### src/inc/bsr_pkg.sv
// constants shared by the scan test register block
package bsr_pkg;
  // register lengths
  localparam int BSR_LEN = 196;
  localparam int ID_LEN = 32;
  // instruction codes
  localparam logic [2:0] INS_SAMPLE = 3'h2;
  localparam logic [2:0] INS_BYPASS = 3'h7;
  localparam logic [2:0] INS_EXTEST = 3'h0;
  localparam logic [2:0] INS_CLAMP = 3'h3;
  localparam logic [2:0] INS_HIGHZ = 3'h4;
  localparam logic [2:0] INS_IDCODE = 3'h1;
  // identification code fields; values are arbitrary
  localparam logic [3:0] ID_VERSION = 4'h1;
  localparam logic [15:0] ID_PART = 16'h5a5a;
  localparam logic [10:0] ID_MAKER = 11'h2aa;
  // boundary cell positions
  localparam int CELL_GLOBAL_OE = 0;
  localparam int CELL_IRQ_DRIVE = 2;
  localparam int CELL_IRQ_OUT = 3;
  localparam int CELL_IRQ_IN = 4;
  localparam int CELL_FS_DIR = 24;
  localparam int CELL_FS_OUT = 25;
  localparam int CELL_FS_IN = 26;
  localparam int CELL_TRIB_BASE = 36;
  // synchroniser depth for pins
  localparam int SYNC_STAGES = 3;
endpackage

### src/inc/bsr_sync_if.sv
// filtered pin levels passed from the synchroniser to the registers
`timescale 1ns/10ps
interface bsr_sync_if #(
  parameter int W = 2
);
  logic [W-1:0] lvl; // agreed level of each pin
  modport src (output lvl);
  modport dst (input lvl);
endinterface

### src/logic/bsr_pin_sync.sv
// three-stage pin synchroniser with agreement filter
`timescale 1ns/10ps
module bsr_pin_sync #(
  parameter int W = 2
) (
  input wire logic clk_in, // block clock
  input wire logic rst_in, // async reset, high
  input wire logic [W-1:0] pin_in, // raw pins
  bsr_sync_if.src sync_out // agreed levels
);
  logic [W-1:0] s1_ff; // first stage, read by s2 only
  logic [W-1:0] s2_ff; // second stage
  logic [W-1:0] s3_ff; // third stage
  logic [W-1:0] lvl_ff; // agreed level
  wire [W-1:0] agree = ~(s2_ff ^ s3_ff); // stages two and three equal
  wire [W-1:0] nxt_lvl = (agree & s3_ff) | (~agree & lvl_ff);

  //////////////////////////////////////////////////////////////////////
  // shift chain and filtered level
  always_ff @(posedge clk_in or posedge rst_in) begin
    if (rst_in) begin
      s1_ff <= '0;
      s2_ff <= '0;
      s3_ff <= '0;
      lvl_ff <= '0;
    end else begin
      s1_ff <= pin_in;
      s2_ff <= s1_ff;
      s3_ff <= s2_ff;
      lvl_ff <= nxt_lvl;
    end
  end

  assign sync_out.lvl = lvl_ff;
endmodule

### src/logic/bsr_test_regs.sv
// bypass, identification and boundary scan test data registers
`timescale 1ns/10ps
// Operation
// - bypass, boundary and identification registers, all always present
// - one-bit bypass for bypass, clamp, highz
// - identification: 32-bit shift plus 32-bit latch
// - identification selected by idcode or reset state
// - boundary register 196 cells, shift plus latch
// - cell 0 high tri-states all outputs in extest and clamp
// - cell 24 sets frame-start direction
// - fixed cell order, tributaries four cells each
// - id code lsb one, loaded at capture
// - latches copy shift stages at update fall
// - shift one stage per rising scan edge
module bsr_test_regs #(
  parameter int BSR_LEN = bsr_pkg::BSR_LEN, // boundary length
  parameter int ID_LEN = bsr_pkg::ID_LEN // identification length
) (
  input wire logic clk_in, // 200 mhz block clock
  input wire logic rst_in, // async reset, high
  input wire logic scan_clock_in, // test clock pin
  input wire logic scan_serial_in, // test serial data pin
  input wire logic [2:0] instr_in, // current instruction
  input wire logic tlr_in, // controller in test-logic-reset
  input wire logic capture_dr_in, // controller in capture-dr
  input wire logic shift_dr_in, // controller in shift-dr
  input wire logic update_dr_in, // controller in update-dr
  input wire logic [BSR_LEN-1:0] pin_level_in, // pin levels per cell
  output logic scan_serial_out, // test serial data out
  output logic scan_serial_oe_out, // serial out enable
  output logic [BSR_LEN-1:0] cell_latch_out, // boundary latches
  output logic [ID_LEN-1:0] id_latch_out, // identification latch
  output logic test_drive_out, // pins driven from latches
  output logic pins_hiz_out, // all outputs tri-stated
  output logic irq_pin_out, // open-drain irq level
  output logic irq_pin_oe_out, // irq pin pulled low
  output logic tx_frame_start_pin_out, // frame-start pin level
  output logic tx_frame_start_pin_oe_out // frame-start pin driven
);
  localparam int SW = BSR_LEN + 2; // synced width: pins, clock, data
  localparam logic [31:0] ID_CODE =
    {bsr_pkg::ID_VERSION, bsr_pkg::ID_PART, bsr_pkg::ID_MAKER, 1'b1};

  ////////////////////////////////////////////////////////////////////////
  // synchronised pins
  bsr_sync_if #(.W(SW)) sync_bus (); // agreed pin levels
  bsr_pin_sync #(.W(SW)) u_sync (
    .clk_in (clk_in),
    .rst_in (rst_in),
    // test clock enters inverted so cleared stages match its high idle
    .pin_in ({pin_level_in, scan_serial_in, ~scan_clock_in}),
    .sync_out (sync_bus.src)
  );

  wire sclk = ~sync_bus.lvl[0]; // filtered test clock, true sense
  wire sdi = sync_bus.lvl[1]; // filtered serial in
  wire [BSR_LEN-1:0] pins = sync_bus.lvl[SW-1:2]; // filtered pins

  logic sclk_prev_ff; // test clock one cycle ago
  wire rise = sclk & ~sclk_prev_ff; // rising test clock edge
  wire fall = ~sclk & sclk_prev_ff; // falling test clock edge

  ////////////////////////////////////////////////////////////////////////
  // register selection
  // identification on idcode or reset state
  wire id_sel = tlr_in | (instr_in == bsr_pkg::INS_IDCODE);
  // bypass for bypass, clamp and highz
  wire byp_sel = ~tlr_in & ((instr_in == bsr_pkg::INS_BYPASS) |
    (instr_in == bsr_pkg::INS_CLAMP) | (instr_in == bsr_pkg::INS_HIGHZ));
  wire bsr_sel = ~tlr_in & ((instr_in == bsr_pkg::INS_EXTEST) |
    (instr_in == bsr_pkg::INS_SAMPLE));
  wire is_extest = ~tlr_in & (instr_in == bsr_pkg::INS_EXTEST);
  wire is_clamp = ~tlr_in & (instr_in == bsr_pkg::INS_CLAMP);
  wire is_highz = ~tlr_in & (instr_in == bsr_pkg::INS_HIGHZ);

  logic bypass_ff; // one-bit bypass stage
  logic [ID_LEN-1:0] id_sr_ff; // identification shift stages
  logic [ID_LEN-1:0] id_latch_ff; // identification latch
  logic [BSR_LEN-1:0] bsr_sr_ff; // boundary shift stages
  logic [BSR_LEN-1:0] bsr_latch_ff; // boundary latches
  logic sdo_ff; // serial out flop
  logic sdo_oe_ff; // serial out enable flop

  // next serial bit from the selected register
  wire sel_lsb = id_sel ? id_sr_ff[0] : (bsr_sel ? bsr_sr_ff[0] : bypass_ff);
  wire do_cap = rise & capture_dr_in; // capture edge
  wire do_shift = rise & shift_dr_in; // shift edge
  wire do_upd = fall & update_dr_in; // update edge

  ////////////////////////////////////////////////////////////////////////
  // clock edge tracking
  always_ff @(posedge clk_in or posedge rst_in) begin
    // high matches idle clock, so no false edge after reset
    if (rst_in) sclk_prev_ff <= 1'b1;
    else sclk_prev_ff <= sclk;
  end

  ////////////////////////////////////////////////////////////////////////
  // bypass stage
  always_ff @(posedge clk_in or posedge rst_in) begin
    if (rst_in) begin
      bypass_ff <= 1'b0;
    end else if (byp_sel & do_cap) begin
      bypass_ff <= 1'b0;
    end else if (byp_sel & do_shift) begin
      bypass_ff <= sdi;
    end
  end

  ////////////////////////////////////////////////////////////////////////
  // identification shift stages
  always_ff @(posedge clk_in or posedge rst_in) begin
    if (rst_in) begin
      id_sr_ff <= '0;
    end else if (id_sel & do_cap) begin
      id_sr_ff <= ID_CODE[ID_LEN-1:0];
    end else if (id_sel & do_shift) begin
      id_sr_ff <= {sdi, id_sr_ff[ID_LEN-1:1]};
    end
  end

  ////////////////////////////////////////////////////////////////////////
  // boundary shift stages
  always_ff @(posedge clk_in or posedge rst_in) begin
    if (rst_in) begin
      bsr_sr_ff <= '0;
    end else if (bsr_sel & do_cap) begin
      // cells sampled in fixed pin order
      bsr_sr_ff <= pins;
    end else if (bsr_sel & do_shift) begin
      bsr_sr_ff <= {sdi, bsr_sr_ff[BSR_LEN-1:1]};
    end
  end

  ////////////////////////////////////////////////////////////////////////
  // parallel latches, copied only on update falling edge
  always_ff @(posedge clk_in or posedge rst_in) begin
    if (rst_in) begin
      id_latch_ff <= '0;
      bsr_latch_ff <= '0;
    end else if (do_upd) begin
      if (id_sel) id_latch_ff <= id_sr_ff;
      if (bsr_sel) bsr_latch_ff <= bsr_sr_ff;
    end
  end

  ////////////////////////////////////////////////////////////////////////
  // serial out changes on falling test clock
  always_ff @(posedge clk_in or posedge rst_in) begin
    if (rst_in) begin
      sdo_ff <= 1'b0;
      sdo_oe_ff <= 1'b0;
    end else if (fall) begin
      sdo_ff <= sel_lsb;
      sdo_oe_ff <= shift_dr_in;
    end
  end

  ////////////////////////////////////////////////////////////////////////
  // pin control from latched cells
  wire drive = is_extest | is_clamp; // pins follow latches
  wire cell_hiz = bsr_latch_ff[bsr_pkg::CELL_GLOBAL_OE]; // cell 0 level
  // cell 0 tri-states outputs while driving
  wire glob_hiz = is_highz | (drive & cell_hiz);
  // cell 24 low makes frame-start an output
  wire fs_oe = drive & ~glob_hiz & ~bsr_latch_ff[bsr_pkg::CELL_FS_DIR];
  wire irq_oe = drive & ~glob_hiz & ~bsr_latch_ff[bsr_pkg::CELL_IRQ_DRIVE];

  assign scan_serial_out = sdo_ff;
  assign scan_serial_oe_out = sdo_oe_ff;
  assign cell_latch_out = bsr_latch_ff;
  assign id_latch_out = id_latch_ff;
  assign test_drive_out = drive;
  assign pins_hiz_out = glob_hiz;
  assign irq_pin_out = 1'b0;
  assign irq_pin_oe_out = irq_oe;
  assign tx_frame_start_pin_out = bsr_latch_ff[bsr_pkg::CELL_FS_OUT];
  assign tx_frame_start_pin_oe_out = fs_oe;

  ////////////////////////////////////////////////////////////////////////
  // checks
  byp_capture_a: assert property (
    @(posedge clk_in) disable iff (rst_in)
    (byp_sel & do_cap) |=> (bypass_ff == 1'b0))
    else $error("bypass did not capture zero");

  byp_shift_a: assert property (
    @(posedge clk_in) disable iff (rst_in)
    (byp_sel & do_shift) |=> (bypass_ff == $past(sdi)))
    else $error("bypass stage did not take serial in");

  id_load_a: assert property (
    @(posedge clk_in) disable iff (rst_in)
    (id_sel & do_cap) |=> (id_sr_ff == ID_CODE) && id_sr_ff[0])
    else $error("identification code not loaded");

  id_select_a: assert property (
    @(posedge clk_in) disable iff (rst_in)
    (tlr_in & fall) |=> (scan_serial_out == $past(id_sr_ff[0])))
    else $error("identification not selected in reset state");

  bsr_shift_a: assert property (
    @(posedge clk_in) disable iff (rst_in)
    (bsr_sel & do_shift) |=>
      (bsr_sr_ff[BSR_LEN-2:0] == $past(bsr_sr_ff[BSR_LEN-1:1])))
    else $error("boundary register did not shift one stage");

  latch_hold_a: assert property (
    @(posedge clk_in) disable iff (rst_in)
    !do_upd |=> ($stable(bsr_latch_ff) && $stable(id_latch_ff)))
    else $error("latch changed outside update");

  id_update_a: assert property (
    @(posedge clk_in) disable iff (rst_in)
    (id_sel & do_upd) |=> (id_latch_ff == $past(id_sr_ff)))
    else $error("identification latch not updated");

  global_hiz_a: assert property (
    @(posedge clk_in) disable iff (rst_in)
    (drive & bsr_latch_ff[bsr_pkg::CELL_GLOBAL_OE]) |->
      (pins_hiz_out && !fs_oe && !irq_oe))
    else $error("cell zero did not tri-state outputs");

  frame_dir_a: assert property (
    @(posedge clk_in) disable iff (rst_in)
    (drive & !glob_hiz & !bsr_latch_ff[bsr_pkg::CELL_FS_DIR]) |->
      (tx_frame_start_pin_oe_out &&
      tx_frame_start_pin_out == bsr_latch_ff[bsr_pkg::CELL_FS_OUT]))
    else $error("frame-start direction wrong");

  capture_pins_a: assert property (
    @(posedge clk_in) disable iff (rst_in)
    (bsr_sel & do_cap) |=> (bsr_sr_ff == $past(pins)))
    else $error("boundary capture order wrong");
endmodule

### config.mk
export PLATFORM = sky130hd
export DESIGN_NAME = bsr_test_regs
export DESIGN_NICKNAME = d
export VERILOG_FILES = /design/src/inc/bsr_pkg.sv /design/src/inc/bsr_sync_if.sv /design/src/logic/bsr_pin_sync.sv /design/src/logic/bsr_test_regs.sv
export SDC_FILE = /design/constraint.sdc
export NUM_CORES = 2
export LEC_CHECK = 0
export BUFFER_PORTS_ARGS = -buffer_cell sky130_fd_sc_hd__buf_2
export CAP_MARGIN = 20
export CORE_MARGIN = 10
export CORE_UTILIZATION = 52
export DETAILED_ROUTE_END_ITERATION = 10
export PLACE_DENSITY = 0.85
export SLEW_MARGIN = 20
export SYNTH_ARGS = -nofsm -noshare
export SYNTH_HDL_FRONTEND = slang
export SYNTH_SLANG_ARGS = --single-unit
### constraint.sdc
create_clock -name clk_in -period 35.7 [get_ports clk_in]
set_input_delay 3.57 -clock clk_in [delete_from_list [all_inputs] [get_ports clk_in]]
set_output_delay 3.57 -clock clk_in [all_outputs]
set_load 0.01 [all_outputs]
== Word-level counts from Yosys, hierarchy flattened ==
Cells that the tools add are included.

* Flip-flop bits (word level): 1252
* Latch bits: 0
* Bits in writable memories: 0
* ROM bits: 0
* Input port bits: 207
* Word-level logic and storage cells: 70
* Memories kept: 0

* Add/subtract/negate cells: 0
* Multiply operators: 0
* Div/mod/pow operators: 0
* Magnitude comparators: 0
* Equality and inequality tests: 5
* Shift operators: 0
* Multiplexer cells: 8
* Bitwise gates (word level): 39
* Reductions and logical operators: 6

{| class="wikitable"
|+ Operator list
! kind !! number
|-
| 198-bit AND || 2
|-
| 198-bit inverter || 2
|-
| 196-bit 2-to-1 mux || 2
|-
| 198-bit bitwise OR || 1
|-
| 198-bit XOR || 1
|-
| 32-bit 2-to-1 mux || 2
|-
| 1-bit AND || 20
|-
| 1-bit inverter || 7
|-
| 3-bit by 2-bit equality test with 1-bit output (second input constant) || 2
|-
| 3-bit equality test (second input constant) || 2
|-
| 1-bit bitwise OR || 6
|-
| 2-bit nonzero test || 3
|-
| 1-bit 2-to-1 mux || 4
|-
| 2-bit AND reduction || 2
|-
| 3-bit by 1-bit equality test with 1-bit output (second input constant) || 1
|-
| 3-bit zero test || 1
|}

== Logic depth before layout (Yosys ltp) ==
* Depth in word-level cells: 8
* Gate-level depth with buffers: 8
* Mapped depth without buffers: 4

== Modules after synthesis ==
Synthesis repeated with hierarchy kept, for this count alone.

* Cells, all modules: 2724
* Area, all modules: 40785.4 um^2

{| class="wikitable"
|+ Modules (own cells, without submodules)
! module !! instances !! cells an instance !! area each (um^2) !! seq. area each (um^2)
|-
| bsr_pin_sync || 1 || 991 || 22052.4 || 19819.0
|-
| bsr_test_regs || 1 || 1733 || 18733.0 || 11512.3
|}

== Least setup slack after synthesis ==
No wires, ideal clock.

* Kind: input-to-output
* Start: input port tlr_in
* End: output port irq_pin_oe_out
* Arrival time: 4197 ps
* Data required time: 32130 ps
* Path slack: 27933 ps
* Stages on the path: 4
* Cells stage by stage: buf_2 nor2_1 o21ai_0 nor3_1

* Longest elaborated chain between the ends: 8
* Elaborated cells on any way between the ends: 10

{| class="wikitable"
|+ RTL lines
! what !! RTL line !! RTL
|-
| start, declared || bsr_test_regs.sv:24 || <nowiki>input wire logic tlr_in,</nowiki>
|-
| 1-bit inverter (*) || bsr_test_regs.sv:72, bsr_test_regs.sv:73, bsr_test_regs.sv:74 ||
|-
| 1-bit AND, on equally long branches || bsr_test_regs.sv:72, bsr_test_regs.sv:73 ||
|-
| 1-bit bitwise OR || bsr_test_regs.sv:161 || <nowiki>wire drive = is_extest | is_clamp;</nowiki>
|-
| 1-bit AND || bsr_test_regs.sv:164 || <nowiki>wire glob_hiz = is_highz | (drive & cell_hiz);</nowiki>
|-
| 1-bit bitwise OR || bsr_test_regs.sv:164 ||
|-
| 1-bit inverter || bsr_test_regs.sv:167 || <nowiki>wire irq_oe = drive & ~glob_hiz & ~bsr_latch_ff[bsr_pkg::CELL_IRQ_DRIVE];</nowiki>
|-
| 1-bit AND (*) (2 in series) || bsr_test_regs.sv:167 ||
|-
| end, declared || bsr_test_regs.sv:36 || <nowiki>output logic irq_pin_oe_out,</nowiki>
|}

Every way passes the cells marked *; elsewhere a longest branch is shown, timed or not.

== Final worst setup path ==
* Start: input port instr_in[0]
* End: output port irq_pin_oe_out

* Longest elaborated chain between the ends: 8
* Elaborated cells on any way between the ends: 12

{| class="wikitable"
|+ RTL lines
! what !! RTL line !! RTL
|-
| start, declared || bsr_test_regs.sv:23 || <nowiki>input wire logic [2:0] instr_in,</nowiki>
|-
| 3-bit by 2-bit equality test with 1-bit output / 3-bit zero test (equally long branches) || bsr_test_regs.sv:73, bsr_test_regs.sv:72 ||
|-
| 1-bit AND, on equally long branches || bsr_test_regs.sv:73, bsr_test_regs.sv:72 ||
|-
| 1-bit bitwise OR || bsr_test_regs.sv:161 ||
|-
| 1-bit AND || bsr_test_regs.sv:164 ||
|-
| 1-bit bitwise OR || bsr_test_regs.sv:164 ||
|-
| 1-bit inverter || bsr_test_regs.sv:167 ||
|-
| 1-bit AND (*) (2 in series) || bsr_test_regs.sv:167 ||
|}

Marks and branches as above.

==> results by group <==
Route
  • Pre-antenna DRT Iters: 5
  • Via count: 21200
  • DR vias/cell: 5.13
  • 1st-iter DRT viols: 1285
  • DRC viols: 0
  • Final wirelength: 84.1 mm
  • Wire per inst: 20.4 um
  • Final ANT Viol Nets: 0

Logic synthesis
  • Syn Inst Count: 2506
  • Top cells by count, synth: 1251 x dfrtp_1, 251 x nand2_1, 226 x mux2_1
  • Ys flop type: dfrtp_1
  • EDFF count, synth: 0
  • Sequential-to-total area share from yosys stat: 77.0%
  • Ys Warns: 0
  • Average size of a mapped cell: 16.2 sq um
  • Unique masters post-synth: 30
  • Count leader, synth: dfrtp_1
  • Synth top area share: 76.9%
  • Mapped Area: 0.0407 sq mm
  • Post-synth ARST share: 100%
  • Cell accounting for the most synthesized area: dfrtp_1
  • Syn_nets: 2713
  • Ranking of synthesized cells by area: dfrtp_1 77%, mux2_1 6.3%, maj3_1 4.9%
  • Yosys reg bits: 1252

Power
  • Tot Pwr: 3150 uW
  • Cell Pwr Density: 65.4 mW/mm^2
  • P_leak: 0.0233 uW
  • Worst VDD drop: 0.0000518 V

STA
  • Layout Skew: 0.0402 ns
  • Setup tns final: 0 ns
  • Tcrit/Tclk final: 22.6%
  • Setup slack after layout: 27.63 ns
  • Unrepaired setup endpoints after global routing: no
  • Max Slew Vio Count: 0
  • Min Clock Period, post-route: 8.07 ns
  • Slew headroom: 26.2%
  • Hold Violations, Final: 0
  • Worst Tran Pin Value: 1.11 ns
  • Final setup violation count: 0
  • FMAX: 0.124 GHz

CTS
  • Htree depth: 3
  • Reg clk slew, reported paths: 0.06 ns
  • TritonCTS Sinks: 1252
  • Worst-Skew Late Latency: 0.68 ns
  • Post_cts resized: 0
  • Post-CTS setup buffer count: 0
  • Clock buffer depth: 3
  • Root buf cell: clkbuf_16
  • CTS tree: built
  • Total CTS buffers: 117
  • CTS hold repair buffers: 0

Die
  • Die extent in y: 300 um
  • Die width: 300 um
  • Row count: 102
  • Starting Density: 52.5%
  • Die area: 0.0898 sq mm
  • Ports: 443
  • Core area: 0.0775 sq mm

Worst setup path
  • Worst path arrival time: 4.50 ns
  • R2R setup slack: 32.01 ns
  • Max FO, Critical Path: 6
  • Crit. End Element: output pin
  • Setup crit start: instr_in[0]
  • R2R cell count: 6
  • WS Path Type: in2out
  • Worst flop-to-flop path endpoint: bsr_sr_ff[83]$_DFFE_PP0P_
  • CP Data Required Time: 32.13 ns
  • Crit start category: primary input

Cells and area
  • Layout Nets: 3192
  • Syn-to-layout area delta: 18.2%
  • Fraction of layout cells with a size suffix above 1: 21.6%
  • Final design utilization: 62.1%

Global routing
  • First-pass GRT wire length: 135 mm
  • Tot GR Track Use: 18.8%
  • Vias in the first global route: 23700
  • Antenna violations before repair: 7
  • Pin count of the biggest net entering global routing: 200
  • Total gr overflow: 0

Placement
  • Setup WS pre-CTS: 27.62 ns
  • Post-detail-place hpwl: 53.5 mm
  • Gpl congestion: 0.797
  • # port buffers: 441

Hold path
  • Hold endpoint: u_sync.s2_ff[101]$_DFF_PP0_
  • Hold Crit Depth: 0
  • Worst Hold Class: reg2reg
  • Worst Hold Launch: u_sync.s1_ff[101]$_DFF_PP0_

Run status
  • Status: completed

Run
  • Max cap viols: 0
==> layout make-up <==
cell class              count  area [sq um]
flip-flops and latches   1252         31300
well taps                1040          1300
repair buffers            463          2450
diodes                      3          7.51
inverters                   4          18.8
clock buffers             169          3420
multi-input cells        1147          8880
fillers                  5367         29400
clock inverters            44           693
==> worst max-delay path: stages <==
cell and delay [ns]:
buf_2 0.13, and2_1 0.18, o21ai_0 0.38, nor3_1 0.08, buf_2 0.16
==> per-stage QoR <==
step | cell area [sq um] | hold WS (ns) | cells
5_1_grt | 48100 | 0.330 | 4121
3_5_place_dp | 44000 | 0.335 | 3906
4_1_cts | 48100 | 0.326 | 4119
2_1_floorplan | 40700 | 0.331 | 2506
6_report | 48100 | 0.328 | 4122
3_3_place_gp | 44000 | 0.332 | 3906
==> power by group <==
part	leakage, uW	switching (uW)	internal [uW]
clock	0.00201	526	770
sequential	0.0155	85.1	1550
combinational	0.00575	123	95.3
total	0.0233	734	2410
==> layout by cell type (no fill, tap or decap), types with 4 or more instances in the layout <==
cell	Yosys	final
dfrtp_1	1251	1251
buf_2	59	441
nand2_1	251	250
mux2_1	226	226
maj3_1	198	198
mux2i_1	196	196
o21ai_1	162	162
clkbuf_16	0	118
o21ai_0	71	71
clkbuf_8	0	28
clkbuf_1	33	23
nor2_1	20	20
bufinv_16	0	14
clkinv_2	0	14
buf_4	8	14
clkinvlp_4	0	5
buf_12	0	5
inv_6	0	4
==> cells by family after synthesis <==
family	synth area share, %
flip-flops	77.0
multiplexers	11.2
AND/OR/NAND/NOR	2.74
AO/OA/AOI/OAI	2.98
adder cells (fa/ha/maj)	4.87
buffers and inverters	1.24
other	0.00922
==> metal layers <==
layer	wire (um)	GRT usage (%)
met5	34	0
met2	43300	32.6
met1	34100	23.2
met3	4360	4.03
met4	2360	6.87
==> how the worst max path moves through the flow <==
stage / endpoint / cells past startpoint
6_report: irq_pin_oe_out / 5
5_1_grt: irq_pin_oe_out / 5
4_1_cts: irq_pin_oe_out / 5
3_5_place_dp: irq_pin_oe_out / 5
3_3_place_gp: test_drive_out / 5
2_1_floorplan: asynchronous set/reset pin / 1
No activity file was read; power rests on OpenSTA's default activity.
